$ cat src/hw_config_pkg.sv
// hardware configuration register bank: shared constants and carrier types
// assumes a 32-bit register word reached over APB
package hw_config_pkg;
   // ----------------------------------------
   // register map
   // ----------------------------------------
   localparam logic [11:0] HW_CONFIG_OFFSET = 12'h074;
   localparam logic [11:0] RESERVED_HOLE = 12'h000;
   localparam logic [31:0] WRITE_MASK = 32'h001F0074;
   // ----------------------------------------
   // field positions
   // ----------------------------------------
   localparam int STRAP_BIT = 24;
   localparam int ONE_BIT = 20;
   localparam int ALLOC_LSB = 16;
   localparam int CLKSEL_LSB = 5;
   localparam int MGMT_BIT = 4;
   localparam int EXTEN_BIT = 2;
   // ----------------------------------------
   // reset values, allocation limit (in kilobytes) and sizes (in bytes)
   // ----------------------------------------
   localparam logic [3:0] ALLOC_RESET = 4'h5;
   localparam logic [3:0] ALLOC_MAX_KB = 4'hE;
   localparam logic [14:0] TOTAL_BYTES = 15'h4000;
   localparam logic [14:0] STATUS_BYTES = 15'h0200;
   localparam logic [14:0] KB_BYTES = 15'h0400;
   typedef enum logic [1:0] {CLK_INTERNAL, CLK_EXTERNAL, CLK_STOPPED} clk_source_t;
   typedef struct packed {
      logic [14:0] txStatusBytes;
      logic [14:0] txDataBytes;
      logic [14:0] rxBytes;
   } fifo_split_t;
   typedef struct packed {
      logic intMdc;
      logic intMdioOut;
      logic intMdioOe;
      logic extMdc;
      logic extMdioOut;
      logic extMdioOe;
   } mgmt_pins_t;
endpackage : hw_config_pkg

$ cat src/hardware_config_register.sv
// hardware_config_register: APB register bank for the hardware configuration word
// assumes a single 125 MHz clock, async active-high reset, strap held stable at power-up
//
// Summary of operation
// [RULE1] software stops transmit and receive before writing this register.
// [RULE2] bit 24 is read-only and shows the strap level caught after reset.
// [RULE3] software writes one to bit 20 for normal operation although it resets to zero.
// [RULE4] bits 19:16 set the transmit allocation in kilobytes, at most fourteen, reset five.
// [RULE5] the transmit status FIFO always gets 512 bytes of the transmit allocation; fifoSplit reads zero during reset and until the first clock after release.
// [RULE6] software never programs a transmit allocation below two kilobytes.
// [RULE7] the transmit data FIFO, holding payload and commands, gets the rest of it.
// [RULE8] the receive FIFOs share sixteen kilobytes minus the transmit allocation.
// [RULE9] bits 6:5 pick the MII clock source: internal, external, stopped, internal; reset 00.
// [RULE10] the clock source field moves only the MII receive and transmit clocks.
// [RULE11] bit 4 sends management traffic to the internal PHY at zero, external at one.
// [RULE12] with bit 4 set the internal MDIO and MDC are driven low.
// [RULE13] with bit 4 clear the external MDIO is released and external MDC is low.
// [RULE14] bit 4 is independent of the MII port enable and touches only MDIO and MDC.
// [RULE15] bit 2 enables the external MII port; zero selects the internal PHY.
// [RULE16] reserved bits read zero and ignore writes.
//
// The APB register port was left to the implementer.
`timescale 1ns/1ns
module hardware_config_register
   import hw_config_pkg::*;
(
   input wire logic clock,
   input wire logic sys_rst,
   input wire logic psel,
   input wire logic penable,
   input wire logic pwrite,
   input wire logic [11:0] paddr,
   input wire logic [31:0] pwdata,
   output logic [31:0] prdata,
   output logic pready,
   output logic pslverr,
   input wire logic autoCrossoverStrapPin,
   input wire logic mdc,
   input wire logic mdioOut,
   input wire logic mdioOe,
   output mgmt_pins_t mgmtPins,
   output fifo_split_t fifoSplit,
   output clk_source_t miiClockSource,
   output logic miiClockEnable,
   output logic externalMiiPortEnable,
   output logic mandatoryOneBit
);
   // ----------------------------------------
   // storage
   // ----------------------------------------
   logic [1:0] strapSync_reg;
   logic [1:0] strapValid_reg;
   logic strapCaught_reg;
   logic auto_crossover_strap_reg;
   logic mandatory_one_bit_reg;
   logic [3:0] transmit_buffer_allocation_reg;
   logic [1:0] mii_clock_source_select_reg;
   logic management_port_select_reg;
   logic external_mii_port_enable_reg;
   logic [31:0] hardware_configuration;
   logic [3:0] allocNext;
   logic access;
   logic hit;
   mgmt_pins_t mgmtNext;
   fifo_split_t splitNext;
   clk_source_t clkNext;

   assign access = psel && penable;
   assign hit = paddr == HW_CONFIG_OFFSET;

   // ----------------------------------------
   // strap capture
   // ----------------------------------------
   // strap synchroniser; second stage is the only reader of the first
   always_ff @(posedge clock or posedge sys_rst) begin
      if (sys_rst) begin
         strapSync_reg <= 2'h0;
      end else begin
         strapSync_reg <= {strapSync_reg[0], autoCrossoverStrapPin};
      end
   end

   // fill marker: the strap is trusted only once both synchroniser stages hold it
   always_ff @(posedge clock or posedge sys_rst) begin
      if (sys_rst) begin
         strapValid_reg <= 2'h0;
      end else begin
         strapValid_reg <= {strapValid_reg[0], 1'b1};
      end
   end

   // catch the strap once after release and hold it read-only
   always_ff @(posedge clock or posedge sys_rst) begin
      if (sys_rst) begin
         strapCaught_reg <= 1'b0;
         auto_crossover_strap_reg <= 1'b0;
      end else if (!strapCaught_reg && strapValid_reg[1]) begin
         strapCaught_reg <= 1'b1;
         auto_crossover_strap_reg <= strapSync_reg[1]; // RULE2
      end
   end

   // ----------------------------------------
   // writable fields
   // ----------------------------------------
   // clamp allocation to fourteen kilobytes; smaller-than-two is software's duty
   always_comb begin
      allocNext = pwdata[ALLOC_LSB +: 4];
      if (allocNext > ALLOC_MAX_KB) begin
         allocNext = ALLOC_MAX_KB; // RULE4
      end
   end

   // register writes land at the access edge; reserved bits are dropped
   always_ff @(posedge clock or posedge sys_rst) begin
      if (sys_rst) begin
         mandatory_one_bit_reg <= 1'b0; // RULE3
         transmit_buffer_allocation_reg <= ALLOC_RESET; // RULE4
         mii_clock_source_select_reg <= 2'h0; // RULE9
         management_port_select_reg <= 1'b0; // RULE11
         external_mii_port_enable_reg <= 1'b0; // RULE15
      end else if (access && pwrite && hit) begin // RULE1 RULE16
         mandatory_one_bit_reg <= pwdata[ONE_BIT];
         transmit_buffer_allocation_reg <= allocNext; // RULE4 RULE6
         mii_clock_source_select_reg <= pwdata[CLKSEL_LSB +: 2]; // RULE9
         management_port_select_reg <= pwdata[MGMT_BIT]; // RULE11 RULE14
         external_mii_port_enable_reg <= pwdata[EXTEN_BIT]; // RULE15
      end
   end

   // ----------------------------------------
   // read view
   // ----------------------------------------
   always_comb begin
      hardware_configuration = '0; // RULE16
      hardware_configuration[STRAP_BIT] = auto_crossover_strap_reg; // RULE2
      hardware_configuration[ONE_BIT] = mandatory_one_bit_reg;
      hardware_configuration[ALLOC_LSB +: 4] = transmit_buffer_allocation_reg;
      hardware_configuration[CLKSEL_LSB +: 2] = mii_clock_source_select_reg;
      hardware_configuration[MGMT_BIT] = management_port_select_reg;
      hardware_configuration[EXTEN_BIT] = external_mii_port_enable_reg;
   end

   // APB answer: zero wait states, unmapped reads zero with an error flag
   always_ff @(posedge clock or posedge sys_rst) begin
      if (sys_rst) begin
         prdata <= 32'h00000000;
         pready <= 1'b0;
         pslverr <= 1'b0;
      end else begin
         pready <= psel && !penable;
         pslverr <= psel && !penable && !hit;
         prdata <= (psel && !penable && hit && !pwrite) ? hardware_configuration
                   : 32'h00000000;
      end
   end

   // ----------------------------------------
   // derived controls
   // ----------------------------------------
   // clock source decode; 11 aliases the internal PHY
   always_comb begin
      case (mii_clock_source_select_reg) // RULE9 RULE10
         2'h0: clkNext = CLK_INTERNAL;
         2'h1: clkNext = CLK_EXTERNAL;
         2'h2: clkNext = CLK_STOPPED;
         2'h3: clkNext = CLK_INTERNAL;
         default: clkNext = CLK_INTERNAL;
      endcase
   end

   fifo_split u_split (
      .allocKb(transmit_buffer_allocation_reg),
      .split(splitNext)
   );

   mgmt_route u_route (
      .selExternal(management_port_select_reg),
      .mdc(mdc),
      .mdioOut(mdioOut),
      .mdioOe(mdioOe),
      .pins(mgmtNext)
   );

   // registered outputs; fifo sizes, clocks and management stay separate concerns
   always_ff @(posedge clock or posedge sys_rst) begin
      if (sys_rst) begin
         mgmtPins <= '0;
         fifoSplit <= '0;
         miiClockSource <= CLK_INTERNAL;
         miiClockEnable <= 1'b1;
         externalMiiPortEnable <= 1'b0;
         mandatoryOneBit <= 1'b0;
      end else begin
         mgmtPins <= mgmtNext; // RULE12 RULE13 RULE14
         fifoSplit <= splitNext; // RULE5 RULE7 RULE8
         miiClockSource <= clkNext; // RULE10
         miiClockEnable <= clkNext != CLK_STOPPED; // RULE9
         externalMiiPortEnable <= external_mii_port_enable_reg; // RULE15
         mandatoryOneBit <= mandatory_one_bit_reg; // RULE3
      end
   end

   // ----------------------------------------
   // checks
   // ----------------------------------------
   a_strap_readonly: assert property (@(posedge clock) disable iff (sys_rst) // RULE2
      strapCaught_reg |=> $stable(auto_crossover_strap_reg))
      else $error("strap bit changed after capture");
   a_alloc_max: assert property (@(posedge clock) disable iff (sys_rst) // RULE4
      transmit_buffer_allocation_reg <= ALLOC_MAX_KB)
      else $error("allocation above fourteen kilobytes");
   a_status_fixed: assert property (@(posedge clock) disable iff (sys_rst) // RULE5
      !$past(sys_rst) |-> fifoSplit.txStatusBytes == STATUS_BYTES)
      else $error("status fifo not 512 bytes");
   a_split_total: assert property (@(posedge clock) disable iff (sys_rst) // RULE8
      !$past(sys_rst) |-> fifoSplit.txStatusBytes + fifoSplit.txDataBytes
         + fifoSplit.rxBytes == TOTAL_BYTES)
      else $error("fifo split does not sum to sixteen kilobytes");
   a_clock_stop: assert property (@(posedge clock) disable iff (sys_rst) // RULE9
      mii_clock_source_select_reg == 2'h2 |=> !miiClockEnable)
      else $error("clocks not stopped");
   a_internal_low: assert property (@(posedge clock) disable iff (sys_rst) // RULE12
      management_port_select_reg |=> !mgmtPins.intMdc && !mgmtPins.intMdioOut
         && mgmtPins.intMdioOe)
      else $error("internal management lines not low");
   a_external_idle: assert property (@(posedge clock) disable iff (sys_rst) // RULE13
      !management_port_select_reg |=> !mgmtPins.extMdioOe && !mgmtPins.extMdc)
      else $error("external management lines not idle");
   a_write_lands: assert property (@(posedge clock) disable iff (sys_rst) // RULE11
      access && pwrite && hit |=> management_port_select_reg == $past(pwdata[MGMT_BIT]))
      else $error("management select write lost");
   a_enable_follows: assert property (@(posedge clock) disable iff (sys_rst) // RULE15
      ##1 externalMiiPortEnable == $past(external_mii_port_enable_reg))
      else $error("port enable output stale");

   // bus answer, error flag and reserved space
   a_ready_answer: assert property (@(posedge clock) disable iff (sys_rst) // RULE16
      psel && !penable |=> pready)
      else $error("no ready in access phase");
   a_ready_pulse: assert property (@(posedge clock) disable iff (sys_rst) // RULE16
      pready |=> !pready)
      else $error("ready held longer than one cycle");
   a_unmapped_error: assert property (@(posedge clock) disable iff (sys_rst) // RULE16
      psel && !penable && !hit |=> pslverr)
      else $error("unmapped access without error flag");
   a_mapped_clean: assert property (@(posedge clock) disable iff (sys_rst) // RULE16
      psel && !penable && hit |=> !pslverr)
      else $error("error flag on mapped access");
   a_unmapped_zero: assert property (@(posedge clock) disable iff (sys_rst) // RULE16
      psel && !penable && !hit |=> prdata == 32'h00000000)
      else $error("unmapped read not zero");
   a_read_word: assert property (@(posedge clock) disable iff (sys_rst) // RULE2
      psel && !penable && hit && !pwrite |=> prdata == $past(hardware_configuration))
      else $error("read word not presented");
   a_reserved_zero: assert property (@(posedge clock) disable iff (sys_rst) // RULE16
      pready |-> (prdata & ~(WRITE_MASK | (32'h00000001 << STRAP_BIT))) == 32'h00000000)
      else $error("reserved bits not zero");
   a_write_ignored: assert property (@(posedge clock) disable iff (sys_rst) // RULE16
      access && pwrite && !hit |=> $stable(hardware_configuration[STRAP_BIT-1:0]))
      else $error("unmapped write changed the register");

   // strap capture
   a_strap_capture: assert property (@(posedge clock) disable iff (sys_rst) // RULE2
      !strapCaught_reg && strapValid_reg[1] |=> auto_crossover_strap_reg == $past(strapSync_reg[1]))
      else $error("strap not taken from synchroniser");
   a_strap_wait: assert property (@(posedge clock) disable iff (sys_rst) // RULE2
      !strapValid_reg[1] |=> !strapCaught_reg)
      else $error("strap taken before synchroniser filled");

   // writable fields and their outputs
   a_one_lands: assert property (@(posedge clock) disable iff (sys_rst) // RULE3
      access && pwrite && hit |=> mandatory_one_bit_reg == $past(pwdata[ONE_BIT]))
      else $error("mandatory one write lost");
   a_one_follows: assert property (@(posedge clock) disable iff (sys_rst) // RULE3
      1'b1 |=> mandatoryOneBit == $past(mandatory_one_bit_reg))
      else $error("mandatory one output stale");
   a_alloc_write: assert property (@(posedge clock) disable iff (sys_rst) // RULE4
      access && pwrite && hit && pwdata[ALLOC_LSB +: 4] <= ALLOC_MAX_KB
         |=> transmit_buffer_allocation_reg == $past(pwdata[ALLOC_LSB +: 4]))
      else $error("allocation write lost");
   a_alloc_clamp: assert property (@(posedge clock) disable iff (sys_rst) // RULE4
      access && pwrite && hit && pwdata[ALLOC_LSB +: 4] > ALLOC_MAX_KB
         |=> transmit_buffer_allocation_reg == ALLOC_MAX_KB)
      else $error("allocation not clamped");
   a_data_fifo: assert property (@(posedge clock) disable iff (sys_rst) // RULE5 RULE7
      !$past(sys_rst) |-> fifoSplit.txDataBytes
         == 15'({11'h000, $past(transmit_buffer_allocation_reg)} * KB_BYTES) - STATUS_BYTES)
      else $error("transmit data fifo size wrong");
   a_rx_space: assert property (@(posedge clock) disable iff (sys_rst) // RULE8
      !$past(sys_rst) |-> fifoSplit.rxBytes
         == TOTAL_BYTES - 15'({11'h000, $past(transmit_buffer_allocation_reg)} * KB_BYTES))
      else $error("receive space wrong");
   a_clock_external: assert property (@(posedge clock) disable iff (sys_rst) // RULE9
      mii_clock_source_select_reg == 2'h1 |=> miiClockSource == CLK_EXTERNAL && miiClockEnable)
      else $error("external clock source not selected");
   a_clock_internal: assert property (@(posedge clock) disable iff (sys_rst) // RULE9
      mii_clock_source_select_reg == 2'h0 || mii_clock_source_select_reg == 2'h3
         |=> miiClockSource == CLK_INTERNAL && miiClockEnable)
      else $error("internal clock source not selected");
   a_clock_stopped: assert property (@(posedge clock) disable iff (sys_rst) // RULE9
      mii_clock_source_select_reg == 2'h2 |=> miiClockSource == CLK_STOPPED)
      else $error("stopped source not shown");
   a_clksel_hold: assert property (@(posedge clock) disable iff (sys_rst) // RULE10
      !(access && pwrite && hit) |=> $stable(mii_clock_source_select_reg))
      else $error("clock source moved without a write");
   a_port_enable_lands: assert property (@(posedge clock) disable iff (sys_rst) // RULE15
      access && pwrite && hit |=> external_mii_port_enable_reg == $past(pwdata[EXTEN_BIT]))
      else $error("port enable write lost");

   // management routing
   a_mgmt_hold: assert property (@(posedge clock) disable iff (sys_rst) // RULE14
      !(access && pwrite && hit) |=> $stable(management_port_select_reg))
      else $error("management select moved without a write");
   a_ext_follows: assert property (@(posedge clock) disable iff (sys_rst) // RULE11
      management_port_select_reg && !$past(sys_rst) |=> mgmtPins.extMdc == $past(mdc)
         && mgmtPins.extMdioOut == $past(mdioOut) && mgmtPins.extMdioOe == $past(mdioOe))
      else $error("external management lines not routed");
   a_int_follows: assert property (@(posedge clock) disable iff (sys_rst) // RULE11
      !management_port_select_reg && !$past(sys_rst) |=> mgmtPins.intMdc == $past(mdc)
         && mgmtPins.intMdioOut == $past(mdioOut) && mgmtPins.intMdioOe == $past(mdioOe))
      else $error("internal management lines not routed");
endmodule : hardware_config_register

$ cat src/fifo_split.sv
// fifo_split: turns the transmit allocation field into byte sizes
// assumes field already clamped by the register bank
`timescale 1ns/1ns
module fifo_split
   import hw_config_pkg::*;
(
   input wire logic [3:0] allocKb,
   output fifo_split_t split
);
   // ----------------------------------------
   // sizes
   // ----------------------------------------
   logic [14:0] txBytes;
   // one kilobyte per step of the field
   always_comb begin
      txBytes = 15'({11'h000, allocKb} * KB_BYTES);
      split.txStatusBytes = STATUS_BYTES; // RULE5
      split.txDataBytes = txBytes - STATUS_BYTES; // RULE5 RULE7
      split.rxBytes = TOTAL_BYTES - txBytes; // RULE8
   end
endmodule : fifo_split

$ cat src/mgmt_route.sv
// mgmt_route: steers MDIO/MDC between internal and external PHY
// assumes the select and serial signals are on the local clock
`timescale 1ns/1ns
module mgmt_route
   import hw_config_pkg::*;
(
   input wire logic selExternal,
   input wire logic mdc,
   input wire logic mdioOut,
   input wire logic mdioOe,
   output mgmt_pins_t pins
);
   // ----------------------------------------
   // routing, independent of the MII port enable
   // ----------------------------------------
   always_comb begin
      pins = '0; // idle side sits low, external mdio released
      if (selExternal) begin // RULE11 RULE12
         pins.intMdioOe = 1'b1; // internal line actively held low, never left floating
         pins.extMdc = mdc;
         pins.extMdioOut = mdioOut;
         pins.extMdioOe = mdioOe;
      end else begin // RULE11 RULE13
         pins.intMdc = mdc;
         pins.intMdioOut = mdioOut;
         pins.intMdioOe = mdioOe;
      end
   end
endmodule : mgmt_route

$ cat config.mk
export PLATFORM = sky130hd
export DESIGN_NAME = hardware_config_register
export DESIGN_NICKNAME = d
export VERILOG_FILES = /design/src/hw_config_pkg.sv /design/src/hardware_config_register.sv /design/src/fifo_split.sv /design/src/mgmt_route.sv
export SDC_FILE = /design/constraint.sdc
export NUM_CORES = 1
export LEC_CHECK = 0
export BUFFER_PORTS_ARGS = -buffer_cell sky130_fd_sc_hd__buf_4
export CAP_MARGIN = 20
export CORE_MARGIN = 4
export CORE_UTILIZATION = 50
export CTS_CLUSTER_DIAMETER = 50
export DETAILED_ROUTE_END_ITERATION = 6
export HOLD_SLACK_MARGIN = 0.1
export PLACE_DENSITY = 0.86
export SLEW_MARGIN = 20
export SYNTH_ARGS = -nofsm -noshare
export SYNTH_HDL_FRONTEND = slang
export SYNTH_HIERARCHICAL = 1
export SYNTH_SLANG_ARGS = --single-unit
$ cat constraint.sdc
create_clock -name clock -period 6.4 [get_ports clock]
set_clock_uncertainty 0.05 [all_clocks]
set_input_delay 0.96 -clock clock [delete_from_list [all_inputs] [get_ports clock]]
set_output_delay 0.96 -clock clock [all_outputs]
set_load 0.03 [all_outputs]
Yosys cells after proc, flatten, opt, wreduce, memory -nomap -nowiden:

Index checks and enable logic that the tools add are counted.

* register bits: 84
* input bits: 53
* output and inout port bits: 90
* logic and storage cells: 53

* $add $sub $neg: 2
* magnitude comparators: 1
* equal/unequal tests: 5
* multiplexer cells: 6
* reductions and logical operators: 14

Operator list (count)
* 25-bit two-way mux: 1
* 14-bit by 10-bit subtractor with 15-bit output (second input constant): 1
* 15-bit by 14-bit subtractor with 15-bit output (first input constant): 1
* 12-bit by 7-bit == test with 1-bit output (second input constant): 1
* 1-bit logical AND: 8
* 2-bit case mux with 3 select lines: 1
* 2-bit == test (second input constant): 2
* 4-bit greater-than comparator (second input constant): 1
* 1-bit logical NOT: 4
* 4-bit two-way mux: 1
* 3-bit two-way mux: 1
* 2-bit by 1-bit == test with 1-bit output (second input constant): 1
* 2-bit logical NOT: 1
* 2-bit two-way mux: 1
* 2-bit inequality test (second input constant): 1
* 2-bit OR reduction: 1
* 1-bit two-way mux: 1

Depth between registers and ports, before layout:

Gate-level depths: netlist of the first run.

* depth in word-level cells: 5
* mapped depth: 4
* gate-level depth less buffers: 4

Cells and area by module:

Netlist of the first run, hierarchy kept.

By module, submodules not included
* hardware_config_register: instances 1, cells an instance 144, area an instance 2563.7 µm², sequential area each 2080.7 µm²
* fifo_split: instances 1, cells an instance 49, area an instance 356.6 µm², sequential area each 0.0 µm²
* mgmt_route: instances 1, cells an instance 6, area an instance 37.5 µm², sequential area each 0.0 µm²

Worst setup path after synthesis of the first run:

No wires, ideal clock.

* path type: input to register
* from: in paddr[9]
* to: reg external_mii_port_enable_reg
* library setup time: 125 ps
* data arrival time: 2406 ps
* required time: 6225 ps
* slack: 3819 ps
* stages on the path: 3
* buffers on the path: 0
* cell sequence: or4_4 nor4_4 mux2_2

* longest elaborated chain between the ends: 2

RTL lines
* start, declared: line hardware_config_register.sv:32 `input wire logic [11:0] paddr,`
* 12-bit by 7-bit == test with 1-bit output: line hardware_config_register.sv:69 `assign hit = paddr == HW_CONFIG_OFFSET;`
* 1-bit logical AND: line hardware_config_register.sv:122 `end else if (access && pwrite && hit) begin`
* end signal, assigned: line hardware_config_register.sv:127 `external_mii_port_enable_reg <= pwdata[EXTEN_BIT];`
* end, declared: line hardware_config_register.sv:59 `logic external_mii_port_enable_reg;`

No other way between the ends.
A chain may end at the register's enable or synchronous reset.

Worst setup path after layout of the first run:

* from: in paddr[9]
* to: reg transmit_buffer_allocation_reg[3]

* longest elaborated chain between the ends: 2

RTL lines
* 12-bit by 7-bit == test with 1-bit output: line hardware_config_register.sv:69
* 1-bit logical AND: line hardware_config_register.sv:122
* end signal, assigned: line hardware_config_register.sv:124 `transmit_buffer_allocation_reg <= allocNext;`
* end, declared: line hardware_config_register.sv:56 `logic [3:0] transmit_buffer_allocation_reg;`

No other way between the ends.

==> results of run 1 <==
how the worst min path moves through the flow:
stage	from	slack, ns	depth (start not counted)	end
finish	strapSync_reg[0]	0.30	0	strapSync_reg[1]
detailed placement	strapSync_reg[0]	0.29	0	strapSync_reg[1]
global route	strapSync_reg[0]	0.31	0	strapSync_reg[1]
CTS	strapSync_reg[0]	0.30	0	strapSync_reg[1]
global placement	strapValid_reg[0]	0.28	0	strapValid_reg[1]
floorplan	strapSync_reg[0]	0.28	0	strapSync_reg[1]
cells in the final DEF, fill, tap and decap left out, types with 2 or more instances in the layout:
cell type and instances:
nor2b_1 5, clkinv_2 2, buf_4 97, dfrtp_1 80
clkbuf_1 4, inv_1 6, nor3b_1 2, clkbuf_8 10
and2_1 13, mux2_2 10, conb_1 58, xnor2_1 2
dfstp_2 3
layout make-up:
class	instances	area (um^2)	share of cell area, %
Multi-Input combinational cell	105	618	16.6
Tap cell	72	90.1	2.42
Clock buffer	14	153	4.10
Clock inverter	2	12.5	0.336
Inverter	7	27.5	0.740
Timing Repair Buffer	98	739	19.9
Sequential cell	83	2080	55.9
metrics by stage:
| step | instance area, um^2 | instances | setup slack [ns] | total power (W) | hold slack (ns) |
|---|---|---|---|---|---|
| finish | 3720 | 381 | 3.89 | 0.000957 | 0.301 |
| global route | 3720 | 381 | 3.84 | 0.00100 | 0.308 |
| CTS | 3720 | 381 | 3.87 | 0.000969 | 0.302 |
| detailed placement | 3550 | 365 | 3.53 | 0.000653 | 0.286 |
| global placement | 3550 | 365 | 3.56 | 0.000650 | 0.282 |
| floorplan | 3160 | 253 | 3.26 | 0.000637 | 0.281 |
kinds of logic (layout without fill, tap and decap cells):
family / Yosys count / after routing / synth area share, %
adder cells (fa/ha/maj): 1 / 1 / 0.423
flip-flops: 83 / 83 / 70.3
AND/OR/NAND/NOR: 31 / 31 / 7.91
other: 4 / 58 / 0.507
multiplexers: 10 / 10 / 3.81
AO/OA/AOI/OAI: 2 / 2 / 0.508
XOR/XNOR: 3 / 3 / 0.888
buffers and inverters: 65 / 121 / 15.6
where the power goes:
part / total, W / switching (W) / internal (W)
Clock: 0.000315 / 0.000164 / 0.000152
Sequential: 0.000544 / 0.00000437 / 0.000539
Combinational: 0.0000980 / 0.0000671 / 0.0000309
Total: 0.000957 / 0.000235 / 0.000722
per-layer routing:
| metal | track usage (%) | routed length [um] | vias to the layer above |
|---|---|---|---|
| met5 | 0 | 0 | - |
| met4 | 6.62 | 70 | 0 |
| met3 | 7.57 | 481 | 7 |
| met2 | 25.3 | 2780 | 67 |
| met1 | 14.1 | 1640 | 751 |
| li1 | - | - | 717 |
==> out/results.ini, run 1 <==
[sta]
setup_tns_ns = 0
setup_viol = 0
hold_viol = 0
relSlewSlack_pct = 48.5
fmax_ghz = 0.398
fin_crit_ns = 2.51
tightest_slew_ns = 0.766
slew_viol_final = 0
rsz0062_at_grt = no
post-route-period-util_pct = 39.2

[yosys]
synth_warnings = 6
yosys.area.top_type_share_pct = 67.7
ys_types = 25
yosysTopAreaCell = dfrtp_1
synth_ff_type = dfrtp_1
synth.cell_area_mm2 = 0.00296
yosys-top-cells-area = dfrtp_1 (68%), buf_4 (15%), mux2_2 (3.8%)
synth_seq_cells = 83
syn_avg_cell_area_um2 = 14.9
synth_edf_count = 0
ys_async_sr_fraction_pct = 100
ys_seq_area_share_pct = 70.3
synthTopCellsByCount = dfrtp_1 (80), buf_4 (58), and2_1 (13)
yosysMostFrequentCell = dfrtp_1
synthCells = 199

[worst_setup_path]
r2r-start = transmit_buffer_allocation_reg[0]
timing.rr.end = fifoSplit[27]
crit_path_start_kind = input port
slowest_delay_ns = 0.63
path_cells = buf_4, or4_4, nor4_4, mux2_2
critPathCaptureType = flop
r2r_setup_slack_ns = 5.05
path_delay_family = simple AND/OR/NAND/NOR gates
arrival_ns = 2.68
cp-endpoint = transmit_buffer_allocation_reg[3]
path_buf_inv = 1
crit_start = paddr[9]
critical_path_depth = 4
path_class = in2reg
path_max_fanout = 9
slowest_stage = nor4_4
cp.required_ns = 6.56
reg2reg_depth = 4

[floorplanning]
die_h_um = 84.9
initial_core_util_pct = 52.7
die_w_um = 84.9
core_area_mm2 = 0.00561
die-area_mm2 = 0.00721
rows = 27
io_pins = 143

[cells_and_area]
largest_reg_flops = 45
fin_util_pct = 66.4
fin_nets = 358
syn_to_final_growth_pct = 25.8
drive_gt1_share_pct = 42.1
reg_top3 = fifoSplit: 45 flops, prdata: 10 flops, mgmtPins: 6 flops
top_register = fifoSplit
diodes = 0
num-fill-cells = 438

[routing]
ant_nets = 0
routed_via_density = 4.05
dr.pass1.iters = 4
routedWlPerCell_um = 13.1
initialDrtViolationCount = 51
wl_mm = 4.98
post-route-drc-count = 0
dr_total_vias = 1542

[grt]
grt_pass1_vias = 1675
grt_pass1_wl_mm = 7.76
grt_max_degree = 84
grt_overflow = 0
antenna_found_initial = 0
grt_usage_pct = 14.5

[clock_network]
htree_levels = 3
ctsHoldBuffers = 0
cts_root_buffer = clkbuf_8
clk_pin_slew_ns = 0.07
postCtsResizedCells = 0
cts_tree = yes
clock-sinks = 83
cts_buffer_depth = 2
post_cts_buffers = 0
cts_buffers = 9
clkLatencyLatePin_ns = 0.33

[placed_design]
gp_congestion = 0.708
io_buffers = 97
dpl.hpwl_mm = 3.77

[flow_run]
maxCapViolCount = 0

[outcome]
status = completed

[hold_path]
hp-class = reg2reg

[pwr]
power.density_mw_per_mm2 = 257
ir_drop_mv = 0.164
leakage_nw = 1.94

(Power assumes the default switching activity.)
==> inputs of run 2 (changes only) <==
--- a/config.mk
+++ b/config.mk
@@ -5,14 +5,15 @@
 export SDC_FILE = /design/constraint.sdc
 export NUM_CORES = 1
 export LEC_CHECK = 0
+export ABC_AREA = 1
 export BUFFER_PORTS_ARGS = -buffer_cell sky130_fd_sc_hd__buf_4
 export CAP_MARGIN = 20
 export CORE_MARGIN = 4
-export CORE_UTILIZATION = 50
+export CORE_UTILIZATION = 47
 export CTS_CLUSTER_DIAMETER = 50
 export DETAILED_ROUTE_END_ITERATION = 6
 export HOLD_SLACK_MARGIN = 0.1
-export PLACE_DENSITY = 0.86
+export PLACE_DENSITY = 0.8
 export SLEW_MARGIN = 20
 export SYNTH_ARGS = -nofsm -noshare
 export SYNTH_HDL_FRONTEND = slang
==> constraint.sdc (replaced) <==
create_clock -name clock -period 2.46 [get_ports clock]
set_clock_uncertainty 0.05 [all_clocks]
set_input_delay 0.369 -clock clock [delete_from_list [all_inputs] [get_ports clock]]
set_output_delay 0.369 -clock clock [all_outputs]
set_load 0.03 [all_outputs]
==> run 2 against run 1 <==
Combinational power increased to 2.9 times the previous value; synthesized cell count rose by 33%; global-route usage is 0.92 points lower; die area increased by 11%; power increased to 2.9 times the previous value; largest power group unchanged; sequential share of layout area down 3.3 points; worst hold slack worse by 0.095 ns; register-to-register slack got worse by 3.9 ns; largest cell class unchanged; flip-flop and latch count stayed put; synthesized area up 5.4%; final cell count increased by 19%; sequential power grew to 2.6 times the previous value; critical path type is now in2async.
==> out/results.ini, run 2 <==
[routing]
initialDrtViolationCount = 59  ; +16%
dr_total_vias = 1859  ; +21%
post-route-drc-count = 0  ; unchanged
routedWlPerCell_um = 11.7  ; -10%
wl_mm = 5.30  ; +6.5%
ant_nets = 0  ; unchanged
dr.pass1.iters = 6  ; +2
routed_via_density = 4.11  ; +1.6%

[pwr]
internal-power_w = 0.00207  ; +190%
swShare_pct = 24.6  ; +0.029 points
power_frac_seq_pct = 51.6  ; -5.2 points
p_switching_w = 0.000676  ; +190%
power.clock.fraction_pct = 38.1  ; +5.1 points
power_frac_comb_pct = 10.2  ; about the same
power.density_mw_per_mm2 = 695  ; +170%
leakage_nw = 2.13  ; +10%
ir_drop_mv = 0.473  ; +190%

[yosys]
yosysTopAreaCell = dfrtp_1
yosys-top-cells-area = dfrtp_1 (64%), buf_4 (14%), nand2_1 (4.2%)
synth_ff_type = dfrtp_1
synth_edf_count = 0  ; unchanged
ys_seq_area_share_pct = 66.7  ; -3.6 points
synthTopCellsByCount = dfrtp_1 (80), buf_4 (59), nand2_1 (35)
synth.cell_area_mm2 = 0.00312  ; +5.4%
synth_warnings = 6  ; unchanged
ys_async_sr_fraction_pct = 100  ; unchanged
synth_seq_cells = 83  ; unchanged
yosysMostFrequentCell = dfrtp_1
synthCells = 265  ; +33%
syn_avg_cell_area_um2 = 11.8  ; -21%
yosys.area.top_type_share_pct = 64.2  ; -3.5 points
ys_types = 23  ; -8.0%

[clock_network]
post_cts_buffers = 0  ; unchanged
clkLatencyLatePin_ns = 0.33  ; about the same
clk_pin_slew_ns = 0.08  ; about the same
cts_root_buffer = clkbuf_8
clock-sinks = 83  ; unchanged
cts_buffers = 9  ; unchanged
cts_tree = yes
postCtsResizedCells = 0  ; unchanged
htree_levels = 3  ; unchanged
cts_buffer_depth = 2  ; unchanged

[sta]
setup_tns_ns = 0  ; unchanged
fmax_ghz = 0.688
post-route-period-util_pct = 59.1
setup_viol = 0  ; unchanged
hold_viol = 0  ; unchanged
tightest_slew_ns = 0.665  ; -0.100 ns
relSlewSlack_pct = 55.5  ; +7.0 points
rsz0062_at_grt = no
fin_crit_ns = 1.45
slew_viol_final = 0  ; unchanged

[outcome]
status = completed

[grt]
grt_pass1_vias = 1848  ; +10%
grt_overflow = 0  ; unchanged
grt_max_degree = 53  ; -37%
grt_pass1_wl_mm = 8.03  ; +3.5%
grt_usage_pct = 13.6  ; -0.92 points
antenna_found_initial = 0  ; unchanged

[floorplanning]
die-area_mm2 = 0.00800  ; +11%
io_pins = 143  ; unchanged
die_h_um = 89.5  ; +5.3%
initial_core_util_pct = 48.8  ; -3.9 points
rows = 29  ; +7.4%
die_w_um = 89.5  ; +5.3%
core_area_mm2 = 0.00639  ; +14%

[cells_and_area]
final_common_cell = buf_4
diodes = 0  ; unchanged
fin_util_pct = 62.0  ; -4.4 points
top_register = fifoSplit
syn_to_final_growth_pct = 26.9
fin_nets = 424  ; +18%
drive_gt1_share_pct = 34.4  ; -7.7 points
num-fill-cells = 521  ; +19%
layout_common_cells = buf_4 (97), dfrtp_1 (80), conb_1 (58), nand2_1 (35), inv_1 (32)
largest_reg_flops = 45  ; unchanged
reg_top3 = fifoSplit: 45 flops, prdata: 10 flops, mgmtPins: 6 flops

[worst_setup_path]
crit_path_start_kind = input port
arrival_ns = 1.85  ; -0.83 ns
reg2reg_depth = 4  ; unchanged
path_class = in2async
critPathCaptureType = asynchronous set/reset pin
path_max_fanout = 52  ; +43
cp.required_ns = 2.85  ; -3.71 ns
r2r_setup_slack_ns = 1.16  ; -3.89 ns

[placed_design]
gp_congestion = 0.726  ; +2.6%
io_buffers = 97  ; unchanged
dpl.hpwl_mm = 4.01  ; +6.4%

[hold_path]
hp-class = in2reg
whs_path_depth = 3  ; +3

[flow_run]
maxCapViolCount = 0  ; unchanged

==> run 2: layout make-up <==
type,count,area (um^2),share of cell area [%]
inverters,34,131,3.32
clock inverters,7,98.8,2.50
repair buffers,100,768,19.4
clock buffers,9,124,3.13
multi-input cells,142,658,16.6
flip-flops and latches,83,2080,52.6
well taps,77,96.3,2.43
==> run 2: what timing repair did <==
item                                    in CTS  in global routing
hold buffers                                 2                  0
endpoints found under the hold margin       20                  0
endpoints found under the setup margin       0                  0
==> run 2: through the flow <==
step           cell area, um^2  setup WS [ns]  hold slack, ns  std cells  power (W)
2_1_floorplan             3320           1.09           0.281        319    0.00168
3_3_place_gp              3710           1.04           0.281        434    0.00172
3_5_place_dp              3710          0.972           0.295        434    0.00173
4_1_cts                   3960          0.948           0.181        452    0.00280
5_1_grt                   3960          0.868           0.189        452    0.00288
6_report                  3960           1.01           0.207        452    0.00275
==> run 2: critical path: stages <==
cell and delay [ns]:
dlygate4sd3_1 0.54, buf_4 0.14, clkinvlp_4 0.44, buf_12 0.34
==> run 2: metal layers <==
metal  global-route usage (%)  wire length, um  vias up
li1                         -                -      890
met1                     13.9             1820      876
met2                     25.1             2810       87
met3                     4.24              593        6
met4                     5.95               80        0
met5                        0                0        -
==> run 2: power by group through the flow <==
stage	combinational (W)	sequential [W]	clock [W]
after floorplan	0.000164	0.00152	0
after global placement	0.000276	0.00145	0
after detailed placement	0.000281	0.00145	0
after CTS	0.000283	0.00142	0.00109
after global routing	0.000306	0.00143	0.00115
final	0.000282	0.00142	0.00105
==> run 2: cells by family after synthesis <==
kind of cell             count (synthesis)  synth area share [%]
buffers and inverters                   94                  18.7
flip-flops                              83                  66.7
AND/OR/NAND/NOR                         80                  13.1
other                                    4                 0.481
AO/OA/AOI/OAI                            2                 0.321
XOR/XNOR                                 1                 0.281
adder cells (fa/ha/maj)                  1                 0.401
==> run 2: path summary, 6_finish.rpt <==
path / from / to
min in group asynchronous: sys_rst / fifoSplit[36]
hold / removal: mdioOut / mgmtPins[1]
max in group clock: miiClockEnable / miiClockEnable
setup reg to reg: transmit_buffer_allocation_reg[0] / fifoSplit[27]
hold reg to reg: strapValid_reg[0] / strapValid_reg[1]
setup / recovery: sys_rst / transmit_buffer_allocation_reg[0]
==> inputs of run 3 (changes only) <==
--- a/config.mk
+++ b/config.mk
@@ -9,11 +9,11 @@
 export BUFFER_PORTS_ARGS = -buffer_cell sky130_fd_sc_hd__buf_4
 export CAP_MARGIN = 20
 export CORE_MARGIN = 4
-export CORE_UTILIZATION = 47
+export CORE_UTILIZATION = 43
 export CTS_CLUSTER_DIAMETER = 50
 export DETAILED_ROUTE_END_ITERATION = 6
 export HOLD_SLACK_MARGIN = 0.1
-export PLACE_DENSITY = 0.8
+export PLACE_DENSITY = 0.77
 export SLEW_MARGIN = 20
 export SYNTH_ARGS = -nofsm -noshare
 export SYNTH_HDL_FRONTEND = slang
==> constraint.sdc (replaced) <==
create_clock -name clock -period 1.2 [get_ports clock]
set_clock_uncertainty 0.05 [all_clocks]
set_input_delay 0.18 -clock clock [delete_from_list [all_inputs] [get_ports clock]]
set_output_delay 0.18 -clock clock [all_outputs]
set_load 0.03 [all_outputs]
==> run 3 against run 2 <==
The run now ends with negative setup slack left; register-to-register slack worse by 1.1 ns; global-route usage shrank 0.24 points; clock-buffer cell count did not move; final cell count rose by 8.0%; sequential share of layout area is 3.1 points lower; critical endpoint is now miiClockEnable; largest power group unchanged; highest routed layer unchanged.
==> out/results.ini, run 3 (synthesized netlist as in run 2, its figures left out) <==
[clock_network]
cts_buffers = 9  ; unchanged
cts_root_buffer = clkbuf_8
clk_pin_slew_ns = 0.08  ; about the same
cts_buffer_depth = 2  ; unchanged
clock-sinks = 83  ; unchanged
clkLatencyLatePin_ns = 0.34  ; about the same
cts_tree = yes
htree_levels = 3  ; unchanged
post_cts_buffers = 0  ; unchanged

[floorplanning]
io_pins = 143  ; unchanged
die_h_um = 93.2  ; +4.1%
die-area_mm2 = 0.00868  ; +8.5%
core_area_mm2 = 0.00691  ; +8.2%
initial_core_util_pct = 45.1  ; -3.7 points
rows = 30  ; +3.4%
die_w_um = 93.2  ; +4.1%

[cells_and_area]
reg_top3 = fifoSplit: 45 flops, prdata: 10 flops, mgmtPins: 6 flops
largest_reg_flops = 45  ; unchanged
top_register = fifoSplit
num-fill-cells = 588  ; +13%
layout_common_cells = buf_4 (101), dfrtp_1 (80), conb_1 (58), nand2_1 (35), inv_1 (32)
drive_gt1_share_pct = 35.2  ; +0.80 points
fin_nets = 441  ; +4.0%
diodes = 0  ; unchanged
fin_cells = 488  ; +8.0%
syn_to_final_growth_pct = 34.9
final_common_cell = buf_4

[sta]
fmax_ghz = 0.818
rsz0062_at_grt = yes
setup_viol = 1  ; +1
slew_viol_final = 0  ; unchanged
layout_setup_ws_ns = -0.0218  ; -1.03 ns
post-route-period-util_pct = 102
fin_crit_ns = 1.22
hold_viol = 0  ; unchanged
setup_tns_ns = -0.0218  ; -0.0218 ns

[worst_setup_path]
path_class = reg2out
cp.required_ns = 0.97  ; -1.88 ns
path_buf_inv = 1  ; -3
slowest_stage = dfstp_2
path_cells = buf_6
critPathCaptureType = output pin
path_max_fanout = 1  ; -98%
path_delay_family = flip-flops
slowest_delay_ns = 0.53  ; about the same
arrival_ns = 0.99  ; -0.86 ns
crit_path_start_kind = flop

[routing]
dr.pass1.iters = 4  ; -2
post-route-drc-count = 0  ; unchanged
routed_via_density = 3.88  ; -5.7%
wl_mm = 5.45  ; +2.8%
dr_total_vias = 1893  ; +1.8%
initialDrtViolationCount = 69  ; +17%
routedWlPerCell_um = 11.2  ; -4.8%
ant_nets = 0  ; unchanged

[placed_design]
io_buffers = 97  ; unchanged
dpl.cell_count = 458  ; +5.5%
gp_congestion = 0.804  ; +11%
pre_cts_slack_ns = -0.00630  ; -0.978 ns
dpl.hpwl_mm = 3.77  ; -6.1%

[grt]
grt_pass1_wl_mm = 8.74  ; +8.9%
grt_max_degree = 84  ; +58%
grt_pass1_vias = 1880  ; +1.7%
antenna_found_initial = 0  ; unchanged
grt_usage_pct = 13.3  ; -0.24 points
grt_overflow = 0  ; unchanged

[pwr]
leakage_nw = 2.24  ; +5.1%
power.density_mw_per_mm2 = 1460  ; +110%
ir_drop_mv = 0.637  ; +35%

[outcome]
status = finished, violations left
violations = negative setup slack

[hold_path]
hp-class = in2reg

[flow_run]
maxCapViolCount = 0  ; unchanged

## run 3: timing repair
| item | 4_1_cts | 5_1_grt |
|---|---|---|
| hold endpoints to repair | 97 | 0 |
| endpoints found under the setup margin | 2 | 10 |
| gates resized for setup | 3 | 2 |
| pin swaps | 1 | 1 |
| hold buffers | 14 | 0 |
## run 3: final timing paths
path	slack (ns)	start	endpoint	depth (start not counted)
max reg2reg	0.03	transmit_buffer_allocation_reg[0]	fifoSplit[27]	4
max in group asynchronous	0.29	sys_rst	miiClockEnable	4
max	-0.02	miiClockEnable	miiClockEnable	1
min	0.13	penable	pready	4
min reg2reg	0.30	strapValid_reg[0]	strapValid_reg[1]	0
min in group asynchronous	0.48	sys_rst	fifoSplit[34]	4
## run 3: cell type report
type	instances	area (um^2)	area share [%]
clock buffer	9	124	2.95
clock inverter	7	146	3.48
inverter	34	131	3.12
multi-input combinational	142	673	16.0
sequential	83	2080	49.5
tap	96	120	2.86
timing repair buffer	117	930	22.1
## run 3: metal layers
metal	vias up	track usage (%)	wire, um
li1	922	-	-
met1	871	15.3	2050
met2	87	22.3	2800
met3	13	3.54	444
met4	0	7.81	162
met5	-	0	0
## run 3: through the flow
step | hold WS [ns] | utilization (%) | power, W | area [um^2]
after floorplan | 0.161 | - | 0.00345 | 3320
after global placement | 0.241 | 54.7 | 0.00353 | 3780
after detailed placement | 0.241 | 54.7 | 0.00354 | 3780
after CTS | 0.0955 | 60.8 | 0.00620 | 4200
after global routing | 0.151 | 60.9 | 0.00639 | 4210
final | 0.131 | 60.9 | 0.00612 | 4210
## run 3: power breakdown
part	leakage, nW	total, W	switching [W]	internal (W)
clock	0.134	0.00260	0.000991	0.00161
sequential	1.01	0.00291	0.0000242	0.00288
combinational	1.10	0.000612	0.000404	0.000208
total	2.24	0.00612	0.00142	0.00470
